--- src/smc_pkg.sv ---
// Purpose: shared constants and types for the sleep mode controller
// Assumes: one 100 MHz clock, synchronous active-high reset
// Notes:   both ends import this package
// Behaviour
// - sleep only with enable bit and instruction
// - mode codes 000,001,010,011,110; 100,101 reserved
// - wake by interrupt halts core four extra cycles
// - register file and sram kept across sleep
// - reset during sleep restarts at reset vector
// - control byte: enable b7, mode b6-4, sense b3-0
// - idle stops only cpu and flash clocks
// - idle wakes on every enabled interrupt
// - idle or adc mode starts adc conversion
// - adc mode stops io, cpu, flash clocks
// - adc mode wakes on listed sources only
// - power-down stops all clocks, limited wake
// - level wake source held until recognised
// - power-down wake delayed by fuse start-up time
// - power-save keeps async timer 2 running
// - power-save timer wake needs both enables
// - software prefers power-down without async timer
// - standby keeps oscillator, wakes in six cycles
// - software sets enable just before sleeping
// - comparator disable removes idle comparator wake
// - start-up delay follows clock and fuse settings
package smc_pkg;

  // ****************************************************************
  // control register layout
  // ****************************************************************
  localparam int        SMC_SE_POS       = 7;
  localparam int        SMC_MODE_HI      = 6;
  localparam int        SMC_MODE_LO      = 4;
  localparam int        SMC_SENSE_HI     = 3;
  localparam logic [7:0] SMC_CTRL_RESET  = 8'h00;

  // software register offsets decoded by the core-side end
  localparam logic [3:0] SMC_ADDR_CTRL   = 4'h0;
  localparam logic [3:0] SMC_ADDR_CFG    = 4'h1;
  localparam logic [3:0] SMC_ADDR_STATUS = 4'h2;

  // ****************************************************************
  // mode codes
  // ****************************************************************
  localparam logic [2:0] SMC_M_IDLE  = 3'h0;
  localparam logic [2:0] SMC_M_ADCNR = 3'h1;
  localparam logic [2:0] SMC_M_PDOWN = 3'h2;
  localparam logic [2:0] SMC_M_PSAVE = 3'h3;
  localparam logic [2:0] SMC_M_STBY  = 3'h6;

  // ****************************************************************
  // timing in clock cycles
  // ****************************************************************
  localparam logic [4:0] SMC_HALT_CYC    = 5'h04;
  localparam logic [4:0] SMC_SU_SHORT    = 5'h06;
  localparam logic [4:0] SMC_SU_LONG     = 5'h12;
  localparam logic [4:0] SMC_STBY_CYC    = 5'h06;

  // clock source selection codes (low nibble of the fuses)
  localparam logic [3:0] SMC_CK_EXTCLK   = 4'h0;
  localparam logic [3:0] SMC_CK_RC_LO    = 4'h1;
  localparam logic [3:0] SMC_CK_RC_HI    = 4'h4;
  localparam logic [3:0] SMC_CK_ERC_LO   = 4'h5;
  localparam logic [3:0] SMC_CK_ERC_HI   = 4'h8;

  // wake source vector bit positions
  localparam int SMC_W_ADC   = 0;
  localparam int SMC_W_TWI   = 1;
  localparam int SMC_W_T2    = 2;
  localparam int SMC_W_SPM   = 3;
  localparam int SMC_W_LVL   = 4;  // level on external_interrupt_0/1
  localparam int SMC_W_EDGE  = 5;  // edge on external_interrupt_0/1
  localparam int SMC_W_ACMP  = 6;
  localparam int SMC_W_OTHER = 7;
  localparam int SMC_W_N     = 8;

  // state: gray code along run -> sleep -> startup -> halt
  typedef enum logic [1:0] {
    SMC_RUN   = 2'b00,
    SMC_SLEEP = 2'b01,
    SMC_START = 2'b11,
    SMC_HALT  = 2'b10
  } smc_state_t;

  typedef struct packed {
    logic cpu;
    logic flash;
    logic io;
    logic adc;
    logic asy;
  } smc_clk_t;

endpackage
--- src/smc_if.sv ---
// Purpose: link between the sleep controller and the core side
// Assumes: one clock, both ends synchronous to clk_sys_i
// Notes:   no clocking block; the testbench joins both ends
`timescale 1ns/1ps
`default_nettype none
interface smc_if;
  import smc_pkg::*;
  logic [7:0]         ctrl_wdata;   // core write to control register
  logic               ctrl_we;
  logic [7:0]         ctrl_rdata;   // control register contents
  logic               sleep_instr;  // one-cycle sleep instruction
  logic [SMC_W_N-1:0] wake_src;     // raw wake requests
  logic               rst_req;      // any reset source during sleep
  logic               async_t2;     // timer 2 async clock selected
  logic               cmp_disable;  // comparator powered down
  logic               adc_enabled;
  logic [3:0]         ck_sel;       // clock source select fuses
  logic [1:0]         su_sel;       // start-up time fuses
  logic               xtal_sel;     // crystal/resonator option
  smc_clk_t           clk_en;
  logic               main_osc_en;
  logic               timer_osc_en;
  logic               adc_start;
  logic               core_halt;
  logic               run_isr;
  logic               jump_reset;
  logic               asleep;

  modport dev (
    input  ctrl_wdata, ctrl_we, sleep_instr, wake_src, rst_req, async_t2,
           cmp_disable, adc_enabled, ck_sel, su_sel, xtal_sel,
    output ctrl_rdata, clk_en, main_osc_en, timer_osc_en, adc_start,
           core_halt, run_isr, jump_reset, asleep
  );
  modport host (
    output ctrl_wdata, ctrl_we, sleep_instr, wake_src, rst_req, async_t2,
           cmp_disable, adc_enabled, ck_sel, su_sel, xtal_sel,
    input  ctrl_rdata, clk_en, main_osc_en, timer_osc_en, adc_start,
           core_halt, run_isr, jump_reset, asleep
  );
endinterface
`default_nettype wire

--- src/smc_device.sv ---
// Purpose: sleep mode controller, device end
// Assumes: wake sources already qualified by their own enables
// Notes:   register file and sram clocks only gated, never reset
//
// Our own choices: the placing of the registers and strobed register access.
`timescale 1ns/1ps
`default_nettype none
module smc_device
  import smc_pkg::*;
(
  input  wire logic clk_sys_i,
  input  wire logic sys_rst_i,
  smc_if.dev        lnk
);

  // ****************************************************************
  // decode helpers
  // ****************************************************************
  // start-up delay from fuse settings
  function automatic logic [4:0] smc_startup(input logic [3:0] ck, input logic [1:0] su);
    if (ck >= SMC_CK_ERC_LO && ck <= SMC_CK_ERC_HI && su != 2'h3) begin
      smc_startup = SMC_SU_LONG;
    end else begin
      smc_startup = SMC_SU_SHORT;
    end
  endfunction

  // mode is legal to enter
  function automatic logic smc_valid(input logic [2:0] m, input logic xtal);
    case (m)
      SMC_M_IDLE, SMC_M_ADCNR, SMC_M_PDOWN, SMC_M_PSAVE: smc_valid = 1'b1;
      SMC_M_STBY: smc_valid = xtal;
      default:    smc_valid = 1'b0;
    endcase
  endfunction

  // ****************************************************************
  // state
  // ****************************************************************
  logic [7:0]  ctrl_reg;
  smc_state_t  state_reg;
  logic [2:0]  mode_reg;
  logic [4:0]  cnt_reg;
  logic        isr_reg;
  logic        adc_start_reg;
  logic        wake;
  logic        enter;
  logic [SMC_W_N-1:0] allow;

  // ****************************************************************
  // control register
  // ****************************************************************
  // all bits plain read/write; hardware never touches the enable bit
  // a write and a sleep in one cycle: the sleep still sees the old value
  always_ff @(posedge clk_sys_i) begin
    if (sys_rst_i) begin
      ctrl_reg <= SMC_CTRL_RESET;
    end else if (lnk.ctrl_we) begin
      ctrl_reg <= lnk.ctrl_wdata;
    end
  end
  assign lnk.ctrl_rdata = ctrl_reg;

  assign enter = lnk.sleep_instr && ctrl_reg[SMC_SE_POS]
              && smc_valid(ctrl_reg[SMC_MODE_HI:SMC_MODE_LO], lnk.xtal_sel);

  // ****************************************************************
  // wake source filter per mode
  // ****************************************************************
  // sources arrive already qualified by their own enables, so this
  // filter only decides which kinds may end the present mode
  always_comb begin
    allow = '0;
    case (mode_reg)
      SMC_M_IDLE: begin
        allow = '1;
        allow[SMC_W_ACMP] = !lnk.cmp_disable;
      end
      SMC_M_ADCNR: begin
        allow[SMC_W_ADC] = 1'b1;
        allow[SMC_W_TWI] = 1'b1;
        allow[SMC_W_T2]  = 1'b1;
        allow[SMC_W_SPM] = 1'b1;
        allow[SMC_W_LVL] = 1'b1;
      end
      SMC_M_PSAVE: begin
        allow[SMC_W_TWI] = 1'b1;
        allow[SMC_W_LVL] = 1'b1;
        allow[SMC_W_T2]  = lnk.async_t2;
      end
      default: begin
        allow[SMC_W_TWI] = 1'b1;
        allow[SMC_W_LVL] = 1'b1;
      end
    endcase
  end
  assign wake = |(lnk.wake_src & allow);

  // ****************************************************************
  // sleep sequencer
  // ****************************************************************
  // reset pre-empts any wake in progress
  // a wake and a reset in one cycle: the reset wins, so the handler
  // never runs before the core restarts at the reset vector
  always_ff @(posedge clk_sys_i) begin
    if (sys_rst_i) begin
      state_reg <= SMC_RUN;
      mode_reg  <= SMC_M_IDLE;
      cnt_reg   <= 5'h00;
      isr_reg   <= 1'b0;
    end else begin
      isr_reg <= 1'b0;
      case (state_reg)
        SMC_RUN: begin
          if (enter) begin
            state_reg <= SMC_SLEEP;
            mode_reg  <= ctrl_reg[SMC_MODE_HI:SMC_MODE_LO];
          end
        end
        SMC_SLEEP: begin
          if (lnk.rst_req) begin
            state_reg <= SMC_RUN;
          end else if (wake) begin
            state_reg <= SMC_START;
            case (mode_reg)
              SMC_M_PDOWN, SMC_M_PSAVE: cnt_reg <= smc_startup(lnk.ck_sel, lnk.su_sel);
              SMC_M_STBY: cnt_reg <= SMC_STBY_CYC;
              default:    cnt_reg <= 5'h01;         // clocks still run, minimal restart
            endcase
          end
        end
        SMC_START: begin
          if (lnk.rst_req) begin
            state_reg <= SMC_RUN;
          end else if (cnt_reg <= 5'h01) begin
            state_reg <= SMC_HALT;
            cnt_reg   <= SMC_HALT_CYC;
          end else begin
            cnt_reg <= cnt_reg - 5'h01;
          end
        end
        SMC_HALT: begin
          if (lnk.rst_req) begin
            state_reg <= SMC_RUN;
          end else if (cnt_reg <= 5'h01) begin
            state_reg <= SMC_RUN;
            isr_reg   <= 1'b1;
          end else begin
            cnt_reg <= cnt_reg - 5'h01;
          end
        end
        default: state_reg <= SMC_RUN;
      endcase
    end
  end

  // conversion kick on entry into idle or adc noise reduction
  always_ff @(posedge clk_sys_i) begin
    if (sys_rst_i) begin
      adc_start_reg <= 1'b0;
    end else begin
      adc_start_reg <= enter && lnk.adc_enabled
                    && (ctrl_reg[SMC_MODE_HI:SMC_MODE_LO] == SMC_M_IDLE
                     || ctrl_reg[SMC_MODE_HI:SMC_MODE_LO] == SMC_M_ADCNR);
    end
  end

  // ****************************************************************
  // clock and oscillator gating
  // ****************************************************************
  // gating only stops clocks, so register file and sram keep contents
  // main oscillator stays on in standby so restart is only six cycles
  always_comb begin
    lnk.clk_en       = '{cpu: 1'b1, flash: 1'b1, io: 1'b1, adc: 1'b1, asy: 1'b1};
    lnk.main_osc_en  = 1'b1;
    lnk.timer_osc_en = lnk.async_t2;
    if (state_reg != SMC_RUN) begin
      lnk.clk_en.cpu   = 1'b0;
      lnk.clk_en.flash = 1'b0;
      case (mode_reg)
        SMC_M_IDLE: ;
        SMC_M_ADCNR: lnk.clk_en.io = 1'b0;
        SMC_M_PSAVE: begin
          lnk.clk_en = '{cpu: 1'b0, flash: 1'b0, io: 1'b0, adc: 1'b0, asy: lnk.async_t2};
          lnk.main_osc_en = 1'b0;
        end
        SMC_M_STBY: begin
          lnk.clk_en = '0;
          lnk.timer_osc_en = 1'b0;
        end
        default: begin
          lnk.clk_en = '0;
          lnk.main_osc_en  = 1'b0;
          lnk.timer_osc_en = 1'b0;
        end
      endcase
    end
  end

  // ****************************************************************
  // core-side status
  // ****************************************************************
  // halt covers sleep, start-up and the four extra halt cycles
  assign lnk.adc_start  = adc_start_reg;
  assign lnk.core_halt  = (state_reg != SMC_RUN);
  assign lnk.run_isr    = isr_reg;
  assign lnk.jump_reset = lnk.rst_req && (state_reg != SMC_RUN);
  assign lnk.asleep     = (state_reg == SMC_SLEEP);

endmodule
`default_nettype wire

--- src/flat_wrapper.sv ---
// flat-port wrapper written by rule: the top's interface ports become plain ports
module smc_device_flat import smc_pkg::*;
  (clk_sys_i, sys_rst_i, lnk_ctrl_wdata, lnk_ctrl_we, lnk_sleep_instr, lnk_wake_src, lnk_rst_req, lnk_async_t2, lnk_cmp_disable, lnk_adc_enabled, lnk_ck_sel, lnk_su_sel, lnk_xtal_sel, lnk_ctrl_rdata, lnk_clk_en, lnk_main_osc_en, lnk_timer_osc_en, lnk_adc_start, lnk_core_halt, lnk_run_isr, lnk_jump_reset, lnk_asleep);
  smc_if lnk_i ();
  input  wire logic clk_sys_i;
  input  wire logic sys_rst_i;
  input wire logic [$bits(lnk_i.ctrl_wdata)-1:0] lnk_ctrl_wdata;
  input wire logic [$bits(lnk_i.ctrl_we)-1:0] lnk_ctrl_we;
  input wire logic [$bits(lnk_i.sleep_instr)-1:0] lnk_sleep_instr;
  input wire logic [$bits(lnk_i.wake_src)-1:0] lnk_wake_src;
  input wire logic [$bits(lnk_i.rst_req)-1:0] lnk_rst_req;
  input wire logic [$bits(lnk_i.async_t2)-1:0] lnk_async_t2;
  input wire logic [$bits(lnk_i.cmp_disable)-1:0] lnk_cmp_disable;
  input wire logic [$bits(lnk_i.adc_enabled)-1:0] lnk_adc_enabled;
  input wire logic [$bits(lnk_i.ck_sel)-1:0] lnk_ck_sel;
  input wire logic [$bits(lnk_i.su_sel)-1:0] lnk_su_sel;
  input wire logic [$bits(lnk_i.xtal_sel)-1:0] lnk_xtal_sel;
  output wire logic [$bits(lnk_i.ctrl_rdata)-1:0] lnk_ctrl_rdata;
  output wire logic [$bits(lnk_i.clk_en)-1:0] lnk_clk_en;
  output wire logic [$bits(lnk_i.main_osc_en)-1:0] lnk_main_osc_en;
  output wire logic [$bits(lnk_i.timer_osc_en)-1:0] lnk_timer_osc_en;
  output wire logic [$bits(lnk_i.adc_start)-1:0] lnk_adc_start;
  output wire logic [$bits(lnk_i.core_halt)-1:0] lnk_core_halt;
  output wire logic [$bits(lnk_i.run_isr)-1:0] lnk_run_isr;
  output wire logic [$bits(lnk_i.jump_reset)-1:0] lnk_jump_reset;
  output wire logic [$bits(lnk_i.asleep)-1:0] lnk_asleep;
  assign lnk_i.ctrl_wdata = lnk_ctrl_wdata;
  assign lnk_i.ctrl_we = lnk_ctrl_we;
  assign lnk_i.sleep_instr = lnk_sleep_instr;
  assign lnk_i.wake_src = lnk_wake_src;
  assign lnk_i.rst_req = lnk_rst_req;
  assign lnk_i.async_t2 = lnk_async_t2;
  assign lnk_i.cmp_disable = lnk_cmp_disable;
  assign lnk_i.adc_enabled = lnk_adc_enabled;
  assign lnk_i.ck_sel = lnk_ck_sel;
  assign lnk_i.su_sel = lnk_su_sel;
  assign lnk_i.xtal_sel = lnk_xtal_sel;
  assign lnk_ctrl_rdata = lnk_i.ctrl_rdata;
  assign lnk_clk_en = lnk_i.clk_en;
  assign lnk_main_osc_en = lnk_i.main_osc_en;
  assign lnk_timer_osc_en = lnk_i.timer_osc_en;
  assign lnk_adc_start = lnk_i.adc_start;
  assign lnk_core_halt = lnk_i.core_halt;
  assign lnk_run_isr = lnk_i.run_isr;
  assign lnk_jump_reset = lnk_i.jump_reset;
  assign lnk_asleep = lnk_i.asleep;
  smc_device u_core (.clk_sys_i(clk_sys_i), .sys_rst_i(sys_rst_i), .lnk(lnk_i));
endmodule
--- config.mk ---
export PLATFORM = sky130hd
export DESIGN_NAME = smc_device_flat
export DESIGN_NICKNAME = d
export VERILOG_FILES = /design/src/smc_pkg.sv /design/src/smc_if.sv /design/src/smc_device.sv /design/src/flat_wrapper.sv
export SDC_FILE = /design/constraint.sdc
export NUM_CORES = 1
export LEC_CHECK = 0
export BUFFER_PORTS_ARGS = -buffer_cell sky130_fd_sc_hd__buf_2
export CAP_MARGIN = 20
export CORE_UTILIZATION = 42
export CTS_CLUSTER_DIAMETER = 40
export DETAILED_ROUTE_END_ITERATION = 7
export GPL_ROUTABILITY_DRIVEN = 0
export GPL_TIMING_DRIVEN = 0
export HOLD_SLACK_MARGIN = 0.15
export PLACE_DENSITY = 0.79
export SETUP_SLACK_MARGIN = 0.02
export SLEW_MARGIN = 20
export SYNTH_ARGS = -nofsm -noshare
export SYNTH_HDL_FRONTEND = slang
export SYNTH_SLANG_ARGS = --single-unit
--- constraint.sdc ---
create_clock -name clk_sys_i -period 1.85 [get_ports clk_sys_i]
set_clock_uncertainty 0.2 [all_clocks]
set_input_delay 0.185 -clock clk_sys_i [delete_from_list [all_inputs] [get_ports clk_sys_i]]
set_output_delay 0.185 -clock clk_sys_i [all_outputs]
set_load 0.005 [all_outputs]
Word-level counts from Yosys, hierarchy flattened

Cells that the tools add are included.

Mux-type cells: 29
$add $sub $neg: 1
Reduce and logical (&&, ||, !) cells: 24
Magnitude comparators: 3
Equality and inequality tests: 21
Bitwise gates (word level): 2

Operators by type and width:

| cell                                                            | count |
|---|---|
| 2-to-1 mux 5 bit                                                | 8 |
| case mux 5 bit (3 select lines)                                 | 1 |
| 2-to-1 mux 2 bit                                                | 7 |
| equality test 3 x 2 -> 1 bit (second input constant)            | 4 |
| inequality test 2 bit (second input constant)                   | 5 |
| case mux 5 bit (2 select lines)                                 | 1 |
| inequality test 3 x 2 -> 1 bit (second input constant)          | 3 |
| OR reduction 3 bit                                              | 3 |
| bitwise AND 8 bit                                               | 1 |
| case mux 2 bit (4 select lines)                                 | 1 |
| OR reduction 8 bit                                              | 1 |
| logical AND 1 bit                                               | 7 |
| 2-to-1 mux 1 bit                                                | 7 |
| equality test 3 x 1 -> 1 bit (second input constant)            | 2 |
| equality test 3 bit (second input constant)                     | 2 |
| zero test 3 bit                                                 | 2 |
| AND reduction 6 bit                                             | 1 |
| less-or-equal comparator 5 x 1 -> 1 bit (second input constant) | 1 |
| subtractor 5 x 1 -> 5 bit (second input constant)               | 1 |
| equality test 2 bit (second input constant)                     | 2 |
| >= comparator 4 x 3 -> 1 bit (second input constant)            | 1 |
| less-or-equal comparator 4 bit (second input constant)          | 1 |
| inequality test 2 x 1 -> 1 bit (second input constant)          | 2 |
| case mux 1 bit (2 select lines)                                 | 2 |
| other kinds (13)                                                | 14 |

Output and inout bits: 20
Input port bits: 31
Logic and storage cells: 86
Bits in registers: 20

Depth between registers and ports, before layout

Gate-level depths: netlist of the first run.

Word-level depth: 8
Depth in mapped cells: 7
Mapped depth without buffers: 7

Worst setup path before layout of the first run

OpenSTA, ideal clock, no wires.

Path kind: reg2reg
Start point: register u_core.cnt_reg[1]
End point: register u_core.cnt_reg[3]
Cell stages (with the launch flop): 8
Path slack: -0.184 ns
Buffers on the path: 0
Clock period less this slack: 2.034 ns
Data required time: 1.582 ns
Arrival: 1.767 ns
Setup time: 0.068 ns
Path through: dfxtp_1 -> inv_1 -> ha_1 -> o21bai_2 -> a311oi_4 -> o31ai_4 -> or3_1 -> a21oi_2

Word-level cells in the longest chain between the ends: 4
Elaborated cells on any way between the ends: 9
Classes of those cells: add/sub: 1; order compare: 1; eq/ne: 1; mux: 5; reduce/logical: 1

RTL lines:

| what                                                                                 | line                                 | RTL |
|---|---|---|
| start: declaration                                                                   | smc_device.sv:43                     | `logic [4:0] cnt_reg;` |
| start signal: assignment                                                             | smc_device.sv:126                    | `SMC_M_PDOWN, SMC_M_PSAVE: cnt_reg <= smc_startup(lnk.ck_sel, lnk.su_sel);` |
| start signal: assignment                                                             | smc_device.sv:139                    | `cnt_reg <= cnt_reg - 5'h01;` |
| start signal: assignment                                                             | smc_device.sv:149                    | `cnt_reg <= cnt_reg - 5'h01;` |
| subtractor 5 x 1 -> 5 bit or less-or-equal comparator 5 x 1 -> 1 bit (tied branches) | --                                   |  |
| 2-to-1 mux 5 bit (on tied branches)                                                  | smc_device.sv:145, smc_device.sv:135 |  |
| 2-to-1 mux 5 bit (on tied branches)                                                  | smc_device.sv:143, smc_device.sv:133 |  |
| case mux 5 bit (3 select lines)                                                      | smc_device.sv:113                    | `case (state_reg)` |

Parallel ways exist; a longest one is shown, timed or not. The select of a mux whose other input is x is not followed.
A chain may end at the register's enable or synchronous reset.

Worst setup path after layout of the first run

Start point: register u_core.cnt_reg[1]
End point: register u_core.cnt_reg[4]

The elaborated chain is that of the path after synthesis.

==> run_results.csv, run 1 <==
group,metric,value,unit
outcome,status,"finished with violations",
outcome,violations,"negative setup slack",
yosys,synth_nets,160,
yosys,synth_cells,127,
drt,drt_iter0_markers,19,
placement,dp_cells,206,
setup_path,arrival,1.94,ns
sta,finalHoldViolCount,0,
clock_tree,root_buffer,"clkbuf_4",
drt,drc,0,
layout,layout.cells.non_filler,231,
sta,layout_setup_ws,-0.0410,ns
clock_tree,h-tree-depth,1,
power_and_ir_drop,power_frac_seq,46.3,%
setup_path,path_class,"reg -> reg",
yosys,yosys_warnings,0,
drt,first_pass_iters,4,
placement,io_buffers,49,
power_and_ir_drop,p_clk_share,38.6,%
clock_tree,cts_tree,"built",
sta,drv_slew,0,
floorplan,core,2520,um^2
sta,maxSlewHeadroom,62.9,%
layout,drive_gt1_share,44.8,%
setup_path,cpMaxStageDelayCell,"dfxtp_4",
yosys,synth_most_common_cell,"nor2_1",
drt,via_per_inst,5.26,
yosys,syn_avg_cell_area,9.02,um^2
clock_tree,cts_buffers,3,
yosys,yosys.area.top_type,"dfxtp_1",
power_and_ir_drop,p_leak,0.779,nW
yosys,netlist_top_cells_count,"nor2_1, dfxtp_1, mux2i_1",
sta,worst-slew-pin-transition,0.556,ns
floorplan,row_count,18,
sta,setup_violations,5,
sta,min_period_over_period,102,%
setup_path,cp_slowest_stage_delay,0.38,ns
drt,dr_total_vias,1216,
setup_path,end_kind,"register",
clock_tree,clock_sinks,20,
sta,rsz0062_at_grt,"yes",
floorplan,die_y,54.2,um
floorplan,die_w,54.2,um
layout,antennaDiodeCount,0,
global_routing,grt_pass1_wl,4990,um
floorplan,dieArea,2940,um^2
global_routing,grt_pass1_vias,1104,
yosys,yosysSeqAreaShare,34.9,%
global_routing,grt_max_degree,13,
power_and_ir_drop,swShare,23.7,%
yosys,ys_ff_latch,20,
power_and_ir_drop,switchingPower,229,uW
clock_tree,insertion_delay,0.32,ns
yosys,synth-async-reset-ratio,0,%
yosys,ys_types,43,
power_and_ir_drop,p_int,739,uW
worst_hold_path,hp-class,"in -> reg",
yosys,synthTopCellsByArea,"dfxtp_1, mux2i_1, nor2_1, a2111oi_4, a311oi_4",
drt,ant_nets,0,
global_routing,grt.total_usage,23.9,%
yosys,synth-edff-count,0,
layout,fin_nets,235,
flow_run,cap_violations,0,
setup_path,critPathTopFamily,"compound AO/OA/AOI/OAI gates",
setup_path,path_buf_inv,2,
power_and_ir_drop,ir_drop,0.000511,V
power_and_ir_drop,power_density,560,nW/um^2
global_routing,antenna_found_initial,0,
setup_path,path_cells,"inv_4 -> ha_4 -> o21bai_4 -> a311oi_4 -> o31ai_4 -> buf_4 -> nor2b_1 -> nor3_1",
yosys,ys.flop_type,"dfxtp_1",
setup_path,path_max_fanout,7,
clock_tree,clk_path_buf_depth,2,
yosys,synth_area,1150,um^2
clock_tree,clkTransAtPathRegs,0.12,ns
setup_path,critPathLaunchType,"register",
floorplan,initial_utilization,45.4,%
floorplan,pin_count,51,
power_and_ir_drop,power_frac_comb,15.1,%
sta,layout_min_cycle_time,1.89,ns
drt,wirelength,3250,um
setup_path,crit_required,1.90,ns
layout,largest_reg_flops,8,
layout,synthToLayoutAreaGrowth,50.7,%
placement,dp_hpwl,2010,um
drt,wl_per_cell,14.1,um
sta,fmax,529,MHz
yosys,synth_top_area_share,34.9,%
global_routing,overflow,0,
placement,place_ws,-0.108,ns
[power groups by stage]
stage,registers (mW),clock network [mW],logic (mW)
3_3_place_gp,0.461,0,0.116
3_5_place_dp,0.461,0,0.120
5_1_grt,0.450,0.386,0.160
2_1_floorplan,0.461,0,0.0625
6_report,0.448,0.373,0.146
4_1_cts,0.449,0.369,0.143
[layout by cell type (no fill, tap or decap), types with 2 or more instances in the layout]
cell	n
buf_2	51
nor2_1	21
dfxtp_1	15
mux2i_1	13
dlygate4sd3_1	12
buf_4	10
nand2_1	5
inv_1	5
a21oi_1	4
nor3_1	4
nand2b_1	3
nand3_1	3
nor4_1	3
clkbuf_4	3
dfxtp_4	3
inv_4	2
and2b_1	2
o31ai_1	2
clkbuf_1	2
a211oi_2	2
xnor2_1	2
a31o_2	2
a211oi_1	2
dfxtp_2	2
[worst paths after layout]
path | from | to | slack, ns | cells after the start
hold reg to reg | u_core.lnk.ctrl_rdata[0]$_SDFFE_PP0P_ | u_core.lnk.ctrl_rdata[0]$_SDFFE_PP0P_ | 0.31 | 2
setup / recovery | u_core.cnt_reg[1]$_SDFFE_PP0P_ | u_core.cnt_reg[4]$_SDFFE_PP0P_ | -0.04 | 8
setup reg to reg | u_core.cnt_reg[1]$_SDFFE_PP0P_ | u_core.cnt_reg[4]$_SDFFE_PP0P_ | -0.04 | 8
hold / removal | sys_rst_i | u_core.lnk.ctrl_rdata[7]$_SDFFE_PP0P_ | 0.18 | 3
[cells by family after synthesis]
group	Yosys count	synth area share [%]
AO/OA/AOI/OAI	25	22.3
XOR/XNOR	2	1.53
adder cells (fa/ha/maj)	2	2.18
buffers and inverters	14	5.46
flip-flops	20	34.9
multiplexers	13	11.4
AND/OR/NAND/NOR	51	22.3
[routing by layer]
metal	part of all wire, %	routed length, um	global-route usage (%)
met1	42	1350	29.6
met2	52	1690	41.5
met3	4.3	140	2.22
met4	2.2	71	11.1
met5	0	0	0
[cell type report]
class                           count  area, um^2
Inverter                            7        31.3
Timing Repair Buffer               70         433
Buffer                              7        40.0
Fill cell                         214         796
Clock inverter                      1        30.0
Tap cell                           30        37.5
Multi-Input combinational cell     93         718
Sequential cell                    20         414
Clock buffer                        3        22.5
[per-stage QoR]
stage	TNS [ns]	total power, mW	area [um^2]	hold WS [ns]	utilization [%]
3_3_place_gp	-0.0939	0.577	1440	0.218	57.0
4_1_cts	-0.0121	0.961	1700	0.183	67.3
2_1_floorplan	-0.00438	0.524	1150	0.0637	-
3_5_place_dp	-0.188	0.582	1440	0.222	57.0
5_1_grt	-0.541	0.995	1730	0.209	68.5
6_report	-0.145	0.968	1730	0.177	68.5
[repair_timing]
| action | 4_1_cts | 5_1_grt |
|---|---|---|
| endpoints found under the setup margin | 11 | 7 |
| hold buffers | 12 | 0 |
| buffers inserted | 7 | 2 |
| hold endpoints to repair | 13 | 0 |
| pin swaps | 2 | 1 |
| gates resized for setup | 13 | 4 |
[worst reg2reg max path: stages, from the launching register on]
cell	delay, ns
dfxtp_4	0.38
inv_4	0.04
ha_4	0.14
o21bai_4	0.19
a311oi_4	0.26
o31ai_4	0.17
buf_4	0.17
nor2b_1	0.13
nor3_1	0.15
Note: power is estimated with default switching activity, not from simulation.
==> run 2, diff against run 1 <==
- CELL_PAD_IN_SITES_DETAIL_PLACEMENT: unset -> 1
- CELL_PAD_IN_SITES_GLOBAL_PLACEMENT: unset -> 1
- CORE_UTILIZATION: 42 -> 30
==> run_results.csv, run 2 (synthesis results as in run 1) <==
group,metric,value,unit
flow_run,cap_violations,0,
layout,fin_nets,242,
layout,largest_reg_flops,8,
worst_hold_path,hp-class,"in -> reg",
clock_tree,insertion_delay,0.25,ns
sta,drv_slew,0,
clock_tree,clkTransAtPathRegs,0.08,ns
sta,maxSlewHeadroom,62.2,%
sta,min_period_over_period,104,%
outcome,status,"finished with violations",
drt,via_per_inst,4.82,
power_and_ir_drop,power_density,505,nW/um^2
drt,ant_nets,0,
floorplan,die_y,63.8,um
global_routing,grt_pass1_vias,1321,
sta,layout_min_cycle_time,1.93,ns
sta,finalHoldViolCount,0,
setup_path,cp_num_cells,7,
setup_path,cpMaxStageDelayCell,"o31ai_4",
floorplan,pin_count,51,
drt,dr_total_vias,1233,
setup_path,path_cells,"buf_6 -> and2b_2 -> o311ai_4 -> o31ai_4 -> buf_4 -> mux2i_1 -> nor2_1",
layout,synthToLayoutAreaGrowth,61.9,%
layout,final_common_cell,"buf_2",
clock_tree,root_buffer,"clkbuf_8",
drt,wirelength,3940,um
sta,worst-slew-pin-transition,0.568,ns
placement,io_buffers,49,
layout,num-fill-cells,456,
clock_tree,cts_buffers,3,
layout,antennaDiodeCount,0,
global_routing,overflow,0,
sta,setup_violations,6,
clock_tree,clk_path_buf_depth,2,
setup_path,arrival,1.86,ns
drt,wl_per_cell,15.4,um
drt,drt_iter0_markers,33,
placement,place_ws,-0.144,ns
clock_tree,h-tree-depth,1,
layout,drive_gt1_share,48.6,%
setup_path,r2r_cells,7,
global_routing,grt.total_usage,18.8,%
setup_path,cp-startpoint,"u_core.state_reg[0]$_SDFFE_PP0P_",
setup_path,crit_required,1.78,ns
sta,fmax,519,MHz
layout,final_cell_mix,"buf_2, nor2_1, buf_4, dfxtp_1, mux2i_1",
setup_path,critPathLaunchType,"register",
setup_path,path_buf_inv,2,
setup_path,path_max_fanout,7,
power_and_ir_drop,p_total,937,uW
setup_path,r2r_end,"u_core.cnt_reg[0]$_SDFFE_PP0P_",
layout,final_util,50.7,%
floorplan,initial_utilization,31.3,%
setup_path,path_class,"reg -> reg",
outcome,violations,"negative setup slack",
setup_path,reg2reg_slack,-0.08,ns
setup_path,critPathTopFamily,"compound AO/OA/AOI/OAI gates",
clock_tree,cts_tree,"built",
sta,rsz0062_at_grt,"yes",
drt,first_pass_iters,4,
setup_path,crit_end,"u_core.cnt_reg[0]$_SDFFE_PP0P_",
power_and_ir_drop,p_leak,0.818,nW
clock_tree,clock_sinks,20,
worst_hold_path,whs_path_depth,4,
setup_path,r2r_start,"u_core.state_reg[0]$_SDFFE_PP0P_",
placement,dp_hpwl,2640,um
floorplan,core,3660,um^2
global_routing,antenna_found_initial,0,
floorplan,die_w,63.8,um
floorplan,row_count,22,
setup_path,end_kind,"register",
floorplan,dieArea,4070,um^2
drt,drc,0,
global_routing,grt_pass1_wl,5940,um
setup_path,cp_slowest_stage_delay,0.43,ns
power_and_ir_drop,ir_drop,0.000403,V
sta,layout_setup_ws,-0.0757,ns
global_routing,grt_max_degree,12,
-- run 2: power by group --
part / internal [mW] / total (mW) / switching, mW
clock network: 0.189 / 0.333 / 0.144
logic: 0.0838 / 0.154 / 0.0703
registers: 0.438 / 0.449 / 0.0110
-- run 2: repair_timing --
| action | 4_1_cts | 5_1_grt |
|---|---|---|
| endpoints found under the setup margin | 10 | 12 |
| hold buffers | 12 | 0 |
| gates cloned | 0 | 0 |
| setup buffers | 9 | 7 |
| resized for setup | 13 | 12 |
| pin swaps | 6 | 5 |
| endpoints found under the hold margin | 10 | 0 |
-- run 2: area by class of cell --
cell class              count  area (um^2)  share of cell area [%]
well taps                  48         60.1                    3.24
multi-input cells          93          762                    41.1
inverters                   7         28.8                    1.55
repair buffers             77          493                    26.6
flip-flops and latches     20          414                    22.3
clock buffers               4         55.1                    2.97
plain buffers               7         42.5                    2.29
-- run 2: how the worst min path moves through the flow --
stage,from,to,slack (ns)
6_report,lnk_rst_req,u_core.state_reg[0]$_SDFFE_PP0P_,0.20
3_3_place_gp,lnk_ctrl_wdata[7],u_core.lnk.ctrl_rdata[7]$_SDFFE_PP0P_,0.22
3_5_place_dp,lnk_ctrl_wdata[5],u_core.lnk.ctrl_rdata[5]$_SDFFE_PP0P_,0.23
4_1_cts,lnk_rst_req,u_core.state_reg[0]$_SDFFE_PP0P_,0.19
5_1_grt,lnk_rst_req,u_core.state_reg[0]$_SDFFE_PP0P_,0.25
2_1_floorplan,lnk_rst_req,u_core.lnk.run_isr$_SDFF_PP0_,0.06
-- run 2: stage by stage --
stage / instances / TNS (ns) / hold slack, ns / area [um^2]
finish: 256 / -0.240 / 0.201 / 1860
floorplan: 127 / -0.00438 / 0.0637 / 1150
global route: 256 / -1.17 / 0.248 / 1860
global placement: 224 / -0.191 / 0.222 / 1460
detailed placement: 224 / -0.402 / 0.232 / 1460
CTS: 249 / -0.380 / 0.187 / 1750
-- run 2: worst reg2reg max path, stage by stage, from the launching register on --
cell	delay [ns]
dfxtp_2	0.33
buf_6	0.11
and2b_2	0.19
o311ai_4	0.11
o31ai_4	0.43
buf_4	0.19
mux2i_1	0.18
nor2_1	0.06
-- run 2: metal layers --
layer	up-vias	global-route usage (%)	part of all wire, %	wire length (um)
met5	-	0	0	0
met4	0	6.82	1.1	44
met3	4	2.86	3.5	140
met2	39	37.1	56	2200
met1	580	19.6	40	1560
li1	610	-	-	-
